**src/logic/rfa_params.svh**
```systemverilog
// Shared constants for the register field access block
`ifndef RFA_PARAMS_SVH
`define RFA_PARAMS_SVH

// Data word and byte lanes
`define RFA_WORD_W      32
`define RFA_LANES       4
`define RFA_LANE_W      8
// Field class attribute: bits per register bit
`define RFA_CLS_W       3
// Word index starts at this byte address bit
`define RFA_IDX_LSB     2
// Default bank geometry
`define RFA_NREG        4
`define RFA_ADDR_W      8
// Reset values
`define RFA_RST_WORD    32'h0000_0000
`define RFA_RST_FLAG    1'b0
// Cycles from a taken access to its answer
`define RFA_RSP_LAT     1

`endif

```
**src/logic/rfa_pkg.sv**
```systemverilog
// Types for the register field access block
package rfa_pkg;

    // Access class of one register bit
    typedef enum logic [2:0] {
        cls_rw                      = 3'h0,
        cls_read_zero_write_ignored = 3'h1,
        cls_read_as_one_field       = 3'h2,
        cls_reserved_zero_hardwired = 3'h3,
        cls_reserved_zero_stored    = 3'h4,
        cls_reserved_zero_context   = 3'h5
    } rfa_cls_t;

    // Access width
    typedef enum logic [1:0] {
        sz_byte = 2'h0,
        sz_half = 2'h1,
        sz_word = 2'h2
    } rfa_size_t;

endpackage
```
**src/logic/rfa_field_bank.sv**
```systemverilog
// Register bank that applies per-bit field access classes
`timescale 1ns/1ps
`include "rfa_params.svh"

module rfa_field_bank #(
    parameter int                            NREG    = `RFA_NREG,
    parameter int                            AW      = `RFA_ADDR_W,
    // Class code per bit, bit i of register r at [3*(32*r+i) +: 3]
    parameter logic [NREG*32*`RFA_CLS_W-1:0] CLS_MAP = '0,
    parameter logic [NREG*32-1:0]            RST_VAL = '0
) (
    input  wire logic                      ref_clk,
    input  wire logic                      rst_b,
    input  wire logic                      acc_valid,
    input  wire logic                      acc_write,
    input  wire logic [AW-1:0]             acc_addr,
    input  wire rfa_pkg::rfa_size_t        acc_size,
    input  wire logic [`RFA_WORD_W-1:0]    acc_wdata,
    output logic                           acc_ready,
    output logic                           rsp_valid,
    output logic                           rsp_err,
    output logic      [`RFA_WORD_W-1:0]    rsp_rdata,
    input  wire logic                      ind_valid,
    input  wire logic [AW-3:0]             ind_idx,
    input  wire logic [`RFA_WORD_W-1:0]    ind_wdata,
    input  wire logic [NREG-1:0]           ctx_reserved_zero,
    output logic      [NREG*32-1:0]        fn_value
);
    import rfa_pkg::*;

    localparam int IW = AW - `RFA_IDX_LSB;

    // ==========================================================
    // Class masks built at elaboration
    // ==========================================================
    function automatic logic [NREG*32-1:0] cls_mask(input rfa_cls_t c);
        logic [NREG*32-1:0] m;
        m = '0;
        for (int i = 0; i < NREG*32; i++) begin
            m[i] = (CLS_MAP[`RFA_CLS_W*i +: `RFA_CLS_W] == c);
        end
        return m;
    endfunction

    localparam logic [NREG*32-1:0] M_RW   = cls_mask(cls_rw);
    // Zero class also serves plain reserved bits
    localparam logic [NREG*32-1:0] M_ZERO = cls_mask(cls_read_zero_write_ignored);
    localparam logic [NREG*32-1:0] M_ONE  = cls_mask(cls_read_as_one_field);
    localparam logic [NREG*32-1:0] M_HARD = cls_mask(cls_reserved_zero_hardwired);
    localparam logic [NREG*32-1:0] M_STOR = cls_mask(cls_reserved_zero_stored);
    localparam logic [NREG*32-1:0] M_CTX  = cls_mask(cls_reserved_zero_context);
    // Bits with storage behind them
    localparam logic [NREG*32-1:0] M_KEEP = M_RW | M_STOR | M_CTX;
    localparam logic [NREG*32-1:0] RST_KEPT = RST_VAL & M_KEEP;

    function automatic logic [31:0] slice(input logic [NREG*32-1:0] m,
                                          input logic [IW-1:0] r);
        return m[32*r +: 32];
    endfunction

    // ==========================================================
    // State
    // ==========================================================
    typedef struct packed {
        logic [NREG-1:0][31:0] mem;
        logic                  rsp_valid;
        logic                  rsp_err;
        logic [31:0]           rdata;
        logic                  rsp_rd_word;
        logic [IW-1:0]         rsp_idx;
    } rfa_state_t;

    rfa_state_t st_r;
    rfa_state_t st_nxt;

    logic [IW-1:0] idx;
    logic          mapped;
    logic          ind_ok;
    logic [31:0]   word_view;
    logic [3:0]    be;
    logic [31:0]   wdata_al;
    logic [31:0]   rdata_rj;
    logic          misalign;
    logic [31:0]   wmask;
    logic [31:0]   ind_take;
    logic [NREG*32-1:0] ctx_bits;

    assign idx       = acc_addr[AW-1:`RFA_IDX_LSB];
    assign mapped    = (32'(idx) < 32'(NREG));
    assign ind_ok    = ind_valid && (32'(ind_idx) < 32'(NREG));
    assign acc_ready = 1'b1;

    always_comb begin
        ctx_bits = '0;
        for (int r = 0; r < NREG; r++) begin
            ctx_bits[32*r +: 32] = {32{ctx_reserved_zero[r]}};
        end
    end

    // Read view: stored bits, read-one bits forced high, all else zero
    always_comb begin
        word_view = 32'h0000_0000;
        if (mapped) begin
            word_view = (st_r.mem[idx] & slice(M_KEEP, idx))
                      | slice(M_ONE, idx);
        end
    end

    rfa_lane_map u_rfa_lane_map (
        .off      (acc_addr[1:0]),
        .size     (acc_size),
        .wdata    (acc_wdata),
        .word     (word_view),
        .be       (be),
        .wdata_al (wdata_al),
        .rdata_rj (rdata_rj),
        .misalign (misalign)
    );

    // ==========================================================
    // Next state
    // ==========================================================
    always_comb begin
        st_nxt     = st_r;
        wmask      = 32'h0000_0000;
        ind_take   = 32'h0000_0000;
        st_nxt.rsp_valid   = acc_valid;
        st_nxt.rsp_err     = 1'b0;
        st_nxt.rdata       = 32'h0000_0000;
        st_nxt.rsp_rd_word = 1'b0;
        // Indirect update: plain bits load, reserved stored bits clear
        if (ind_ok) begin
            ind_take = slice(M_RW, ind_idx)
                     | (slice(M_CTX, ind_idx) & ~slice(ctx_bits, ind_idx));
            st_nxt.mem[ind_idx] = ind_wdata & ind_take;
        end
        if (acc_valid) begin
            st_nxt.rsp_idx = idx;
            st_nxt.rsp_err = !mapped || misalign;
            if (mapped && !misalign) begin
                if (acc_write) begin
                    // Only bits with storage take a direct write
                    wmask = {{8{be[3]}}, {8{be[2]}}, {8{be[1]}}, {8{be[0]}}}
                          & slice(M_KEEP, idx);
                    st_nxt.mem[idx] = (st_nxt.mem[idx] & ~wmask)
                                    | (wdata_al & wmask);
                end else begin
                    st_nxt.rdata       = rdata_rj;
                    st_nxt.rsp_rd_word = (acc_size == sz_word);
                end
            end
        end
    end

    always_ff @(posedge ref_clk or negedge rst_b) begin
        if (!rst_b) begin
            st_r.mem         <= RST_KEPT;
            st_r.rsp_valid   <= `RFA_RST_FLAG;
            st_r.rsp_err     <= `RFA_RST_FLAG;
            st_r.rdata       <= `RFA_RST_WORD;
            st_r.rsp_rd_word <= `RFA_RST_FLAG;
            st_r.rsp_idx     <= '0;
        end else begin
            st_r <= st_nxt;
        end
    end

    assign rsp_valid = st_r.rsp_valid;
    assign rsp_err   = st_r.rsp_err;
    assign rsp_rdata = st_r.rdata;
    // Reserved bits never reach the device's own logic
    assign fn_value  = st_r.mem & (M_RW | (M_CTX & ~ctx_bits));

    logic [31:0] rsp_zero_m;
    logic [31:0] rsp_one_m;
    logic        first_cyc_r;
    logic [NREG*32-1:0] mem_flat;
    assign mem_flat   = st_r.mem;
    assign rsp_zero_m = slice(M_ZERO | M_HARD, st_r.rsp_idx);
    assign rsp_one_m  = slice(M_ONE, st_r.rsp_idx);

    always_ff @(posedge ref_clk or negedge rst_b) begin
        if (!rst_b) begin
            first_cyc_r <= 1'b1;
        end else begin
            first_cyc_r <= 1'b0;
        end
    end
endmodule // rfa_field_bank

```
**src/logic/rfa_lane_map.sv**
```systemverilog
// Little-endian byte lane steering for one register access
`timescale 1ns/1ps
`include "rfa_params.svh"

module rfa_lane_map (
    input  wire logic [1:0]                off,
    input  wire rfa_pkg::rfa_size_t        size,
    input  wire logic [`RFA_WORD_W-1:0]    wdata,
    input  wire logic [`RFA_WORD_W-1:0]    word,
    output logic      [`RFA_LANES-1:0]     be,
    output logic      [`RFA_WORD_W-1:0]    wdata_al,
    output logic      [`RFA_WORD_W-1:0]    rdata_rj,
    output logic                           misalign
);
    import rfa_pkg::*;

    always_comb begin
        be       = 4'hf;
        wdata_al = wdata;
        rdata_rj = word;
        misalign = 1'b0;
        unique case (size)
            sz_byte: begin
                // Byte at a word address sits in the low lane, other offsets in lane off
                be       = 4'h1 << off;
                wdata_al = {4{wdata[7:0]}};
                rdata_rj = {24'h00_0000, word[8*off +: 8]};
            end
            sz_half: begin
                // Halfword at a word address sits in the low half
                be       = off[1] ? 4'hc : 4'h3;
                wdata_al = {2{wdata[15:0]}};
                rdata_rj = {16'h0000, (off[1] ? word[31:16] : word[15:0])};
                misalign = off[0];
            end
            sz_word: begin
                misalign = |off;
            end
            default: begin
                misalign = 1'b1;
            end
        endcase
    end

endmodule // rfa_lane_map

```
**config.mk**
```make
export PLATFORM = sky130hd
export DESIGN_NAME = rfa_field_bank
export DESIGN_NICKNAME = d
export VERILOG_FILES = /design/src/logic/rfa_pkg.sv /design/src/logic/rfa_field_bank.sv /design/src/logic/rfa_lane_map.sv
export VERILOG_INCLUDE_DIRS = /design/src /design/src/logic
export SDC_FILE = /design/constraint.sdc
export NUM_CORES = 1
export LEC_CHECK = 0
export ABC_AREA = 0
export BUFFER_PORTS_ARGS = -buffer_cell sky130_fd_sc_hd__buf_2
export CAP_MARGIN = 5
export CORE_ASPECT_RATIO = 0.8
export CORE_MARGIN = 1
export CORE_UTILIZATION = 45
export DETAILED_ROUTE_END_ITERATION = 10
export PLACE_DENSITY = 0.68
export SKIP_CTS_REPAIR_TIMING = 1
export SYNTH_ARGS = -nofsm -noshare
export SYNTH_HDL_FRONTEND = slang
export SYNTH_SLANG_ARGS = --single-unit
```
**constraint.sdc**
```tcl
create_clock -name ref_clk -period 1.8 [get_ports ref_clk]
set_input_delay 0.36 -clock ref_clk [delete_from_list [all_inputs] [get_ports ref_clk]]
set_output_delay 0.36 -clock ref_clk [all_outputs]
set_load 0.02 [all_outputs]
```
* After elaboration in Yosys (flattened, before gate mapping)
Index checks and enable logic that the tools add are counted.
Storage, ports and cells: ROM bits 0, word-level logic and storage cells 67, output and inout port bits 163, bits in latches 0, register bits 168, input bits 89, RAM bits 0, memories 0
Operators by class: bitwise logic cells 11, equality and inequality tests 2, $lt $le $gt $ge 6, div/mod/pow operators 0, shifts and indexed selects 7, add/subtract/negate cells 0, multiplexer cells 24, multiply operators 0, reductions and logical operators 9
Operators by type and width (count):
- $mux W128 | 4
- $shiftx A128 B12 Y32 const A | 4
- $bwmux W128 | 2
- $and A32 B32 Y32 | 6
- $mux W32 | 5
- $bmux W32 S2 | 2
- $demux W32 S2 | 2
- $pmux W32 S2 | 2
- $shiftx A128 B12 Y32 | 1
- $or A32 B32 Y32 | 3
- $mux W33 | 2
- $not A32 Y32 | 2
- $mux W40 | 1
- $shiftx A32 B6 Y8 | 1
- $lt A6 B3 Y1 const B | 4
- $mux W16 | 1
- $ge A6 B1 Y1 const B | 2
- $pmux W4 S2 | 1
- $logic_and A1 B1 Y1 | 4
- $mux W4 | 1
- $shl A1 B2 Y4 const A | 1
- $pmux W1 S3 | 1
- $eq A2 B1 Y1 const B | 1
- $eq A2 B2 Y1 const B | 1
- other kinds (4) | 5

* Longest topological paths before layout
depth after elaboration 15, gate-level depth with buffers 9, mapped depth without buffers 5

* Modules after synthesis
A second synthesis with hierarchy kept.
Unflattened totals: cell total of the unflattened synthesis 1276, area, all modules 11302.1 um^2
Modules (own cells, without submodules):
- rfa_field_bank | cells each 1147, sequential area each 4053.9 um^2, area an instance 10289.9 um^2, instances 1
- rfa_lane_map | cells each 129, sequential area each 0.0 um^2, area an instance 1012.2 um^2, instances 1

* Least setup slack after synthesis
Ideal clock, no wire load.
path kind input-to-reg, start input port acc_addr[7], end register st_r, in the netlist fn_value[51], data required time 1.668 ns, path buffers 2, arrival time 2.035 ns, setup time 0.132 ns, slack -0.368 ns, cell stages on the path 7, cells stage by stage or4_1 > buf_2 > a2111oi_4 > buf_6 > a21oi_2 > a21oi_2 > o21ai_1
RTL lines:
- from (decl) | line rfa_field_bank.sv:16 | input wire logic [AW-1:0] acc_addr,
- to (signal assigned) | line rfa_field_bank.sv:164 | st_r <= st_nxt;
- to (decl) | line rfa_field_bank.sv:73 | rfa_state_t st_r;

==> impl_metrics.toml <==
[status]
status = "finished with violations"
violations = "setup timing"

[synth]
synth_top_family_by_area = "compound AO/OA/AOI/OAI gates"
ys_seq_area_frac = 0.378
synth_compound_area_frac = 0.263
synthXorXnorAreaFrac = 0
synth_mux_area_frac = 0.130
synth_area_mm2 = 0.0107
syn_nets = 1266
syn_area_per_cell_um2 = 9.10
yosys.area_share.adder = 0
ys_types = 65
ys_seq_elements = 162
synthArstFlopShare = 1.00
synth_simple_gate_area_frac = 0.176
synth_ff_type = "dfrtp_1"
synth_edf_count = 0
yosysWarnings = 0
synth_cells = 1177

[die]
die_w_um = 175
rows = 50
initial_core_util = 0.458
core_mm2 = 0.0234
die_h_um = 140
dieArea_mm2 = 0.0244
io_pins = 252

[clock_tree]
cts_buffer_depth = 2
insertion_delay_ps = 450
cts-root-buf = "clkbuf_16"
cts_buffers = 17
htreeDepth = 4
clk_pin_slew_ps = 70
clock-sinks = 162
cts_tree = "done"

[power]
power_frac_comb = 0.344
power.density_mw_per_mm2 = 834
swShare = 0.378
p_clk_frac = 0.291
seqPwrFrac = 0.365
p_sw_mw = 4.83
power.total_mw = 12.8
power.leakage_nw = 7.24
max-vdd-ir-drop_uv = 651
p_int_mw = 7.94

[drt]
wl_per_cell_um = 25.8
ant_nets = 0
vias = 12900
drtIter0Drc = 1905
via_per_inst = 6.81
drc = 0
firstDrtPassIters = 10
wirelength_um = 48900

[timing]
final_hold_viol_count = 0
rsz0062_at_grt = "yes"
fin_setup_tns_ps = -358
finalClockSkew_ps = 14.6
fmax_ghz = 0.541
final_max_slew_viol_count = 0
worst_slew_pin_slew_ps = 599
setup_viol = 17
period_minus_slack_ps = 1850
fin_ws_ps = -47.5
slew_headroom = 0.599
period_share = 1.03
holdWs_ps = 92.6

[critical_path]
r2r_cells = 5
path_class = "in -> reg"
rrSetupSlack_ps = 120
worstSetupStartpointType = "primary input"
worstPathRequired_ps = 2150
rr_startpoint = "fn_value[120]$_DFF_PN0_"
reg2reg_to = "rsp_rdata[8]$_DFF_PN0_"
crit_arrival_ps = 2200
end_kind = "flop"
worst-path-max-fanout = 7

[global_route]
grt_pass1_wl_um = 72100
antenna_found_initial = 1
grt_max_degree = 46
grt_pass1_vias = 12100
gr-total-overflow = 0
track_usage = 0.390

[placement]
gp_congestion = 1.02
numPortBuffers = 246
dpl.hpwl_um = 35300
dp.cells = 1853
place_area_mm2 = 0.0143

[cells_and_area]
diodes = 0
syn_to_final_growth_pct = 42.9
drive_gt1_frac = 0.436
design_area_mm2 = 0.0153
finalNonFillerCells = 1892
fillers = 1899
nets = 1656

[run]
cap_violations = 0

[hold_path]
min_to = "rsp_valid$_DFF_PN0_"
hold_path_class = "in -> reg"
hp-start = "acc_valid"
holdPathStages = 1
[cells in the mapped netlist (9+ instances only)]
cell type / number / area (um2)
mux2_2: 18 / 203
nand2_1: 114 / 428
buf_2: 26 / 130
clkbuf_1: 85 / 319
a21oi_1: 77 / 385
o2111ai_1: 16 / 140
inv_1: 12 / 45.0
nand3_1: 78 / 390
nand4_1: 18 / 113
and3_1: 65 / 407
o211a_1: 10 / 100
o221ai_1: 19 / 166
o211ai_1: 29 / 218
a31oi_1: 29 / 181
o22ai_1: 28 / 175
mux4_2: 32 / 721
mux2i_1: 45 / 450
o21ai_0: 37 / 185
a211oi_1: 34 / 255
nor2_1: 33 / 124
a2111o_1: 10 / 113
dfrtp_1: 162 / 4050
nor4_1: 16 / 100
a21o_1: 9 / 67.6
o21ai_1: 62 / 310
[final cells by class]
cell class	count	area (um2)	share of cell area
Clock buffer	19	453	0.0296
Clock inverter	13	124	0.00809
Inverter	13	48.8	0.00319
Multi-Input combinational cell	883	6650	0.434
Sequential cell	162	4050	0.265
Tap cell	312	390	0.0255
Timing Repair Buffer	490	3590	0.235
[through the flow]
| step | util | worst slack [ps] |
|---|---|---|
| 2_1_floorplan | - | -291 |
| 3_3_place_gp | 0.613 | -618 |
| 3_5_place_dp | 0.613 | -717 |
| 4_1_cts | 0.637 | -227 |
| 5_1_grt | 0.654 | -35.4 |
| 6_report | 0.654 | -47.5 |
[layer usage]
layer,part of all wire,vias up,global-route usage,wire (um)
met5,0,-,0,0
met4,0.052,0,0.205,2550
met3,0.15,253,0.124,7340
met2,0.42,1142,0.568,20600
met1,0.38,6130,0.518,18400
li1,-,5354,-,-
[worst max-delay path: stages]
cell	delay, ps
buf_6	90
or4_4	650
buf_6	170
a211oi_4	220
buf_6	160
nand2_8	60
buf_12	160
and3_4	140
a31oi_1	170
[state kept, by name (all words and copies together), names as in the netlist]
| register | flops |
|---|---|
| fn_value | 128 |
| rsp_rdata | 32 |
| rsp_err | 1 |
| rsp_valid | 1 |
[placed cells by master (no fill, tap or decap), types with 27 or more instances in the layout]
master / instances
mux4_2: 32
a211oi_1: 32
buf_4: 195
nand3_1: 76
nand2_1: 108
a21oi_1: 56
nor2_1: 30
buf_2: 243
buf_12: 34
o21ai_0: 32
a21oi_2: 27
and3_1: 46
a31oi_1: 29
o21ai_1: 55
o211ai_1: 29
mux2i_1: 45
dfrtp_1: 162
[power by group through the flow]
stage	logic [mW]	registers, mW	clock network, mW
finish	4.39	4.66	3.71
global route	4.61	4.70	3.85
floorplan	1.83	5.13	0
CTS	4.18	4.63	3.70
global placement	4.09	4.69	0
detailed placement	4.16	4.69	0
[worst max-delay path by stage]
| stage | startpoint | end | slack, ps |
|---|---|---|---|
| 6_report | acc_addr[4] | fn_value[108]$_DFF_PN0_ | -50 |
| 5_1_grt | acc_size[0] | fn_value[114]$_DFF_PN0_ | -40 |
| 4_1_cts | acc_addr[5] | fn_value[72]$_DFF_PN0_ | -230 |
| 3_5_place_dp | acc_addr[5] | fn_value[72]$_DFF_PN0_ | -720 |
| 3_3_place_gp | acc_addr[5] | fn_value[72]$_DFF_PN0_ | -620 |
| 2_1_floorplan | acc_addr[7] | fn_value[54]$_DFF_PN0_ | -290 |
[kinds of logic after synthesis]
logic type             Yosys count
AOI/OAI and AO/OA              417
buffers and inverters          132
DFF                            162
muxes                           97
other                            1
and+or+nand+nor                368
No activity file was read; power rests on OpenSTA's default activity.
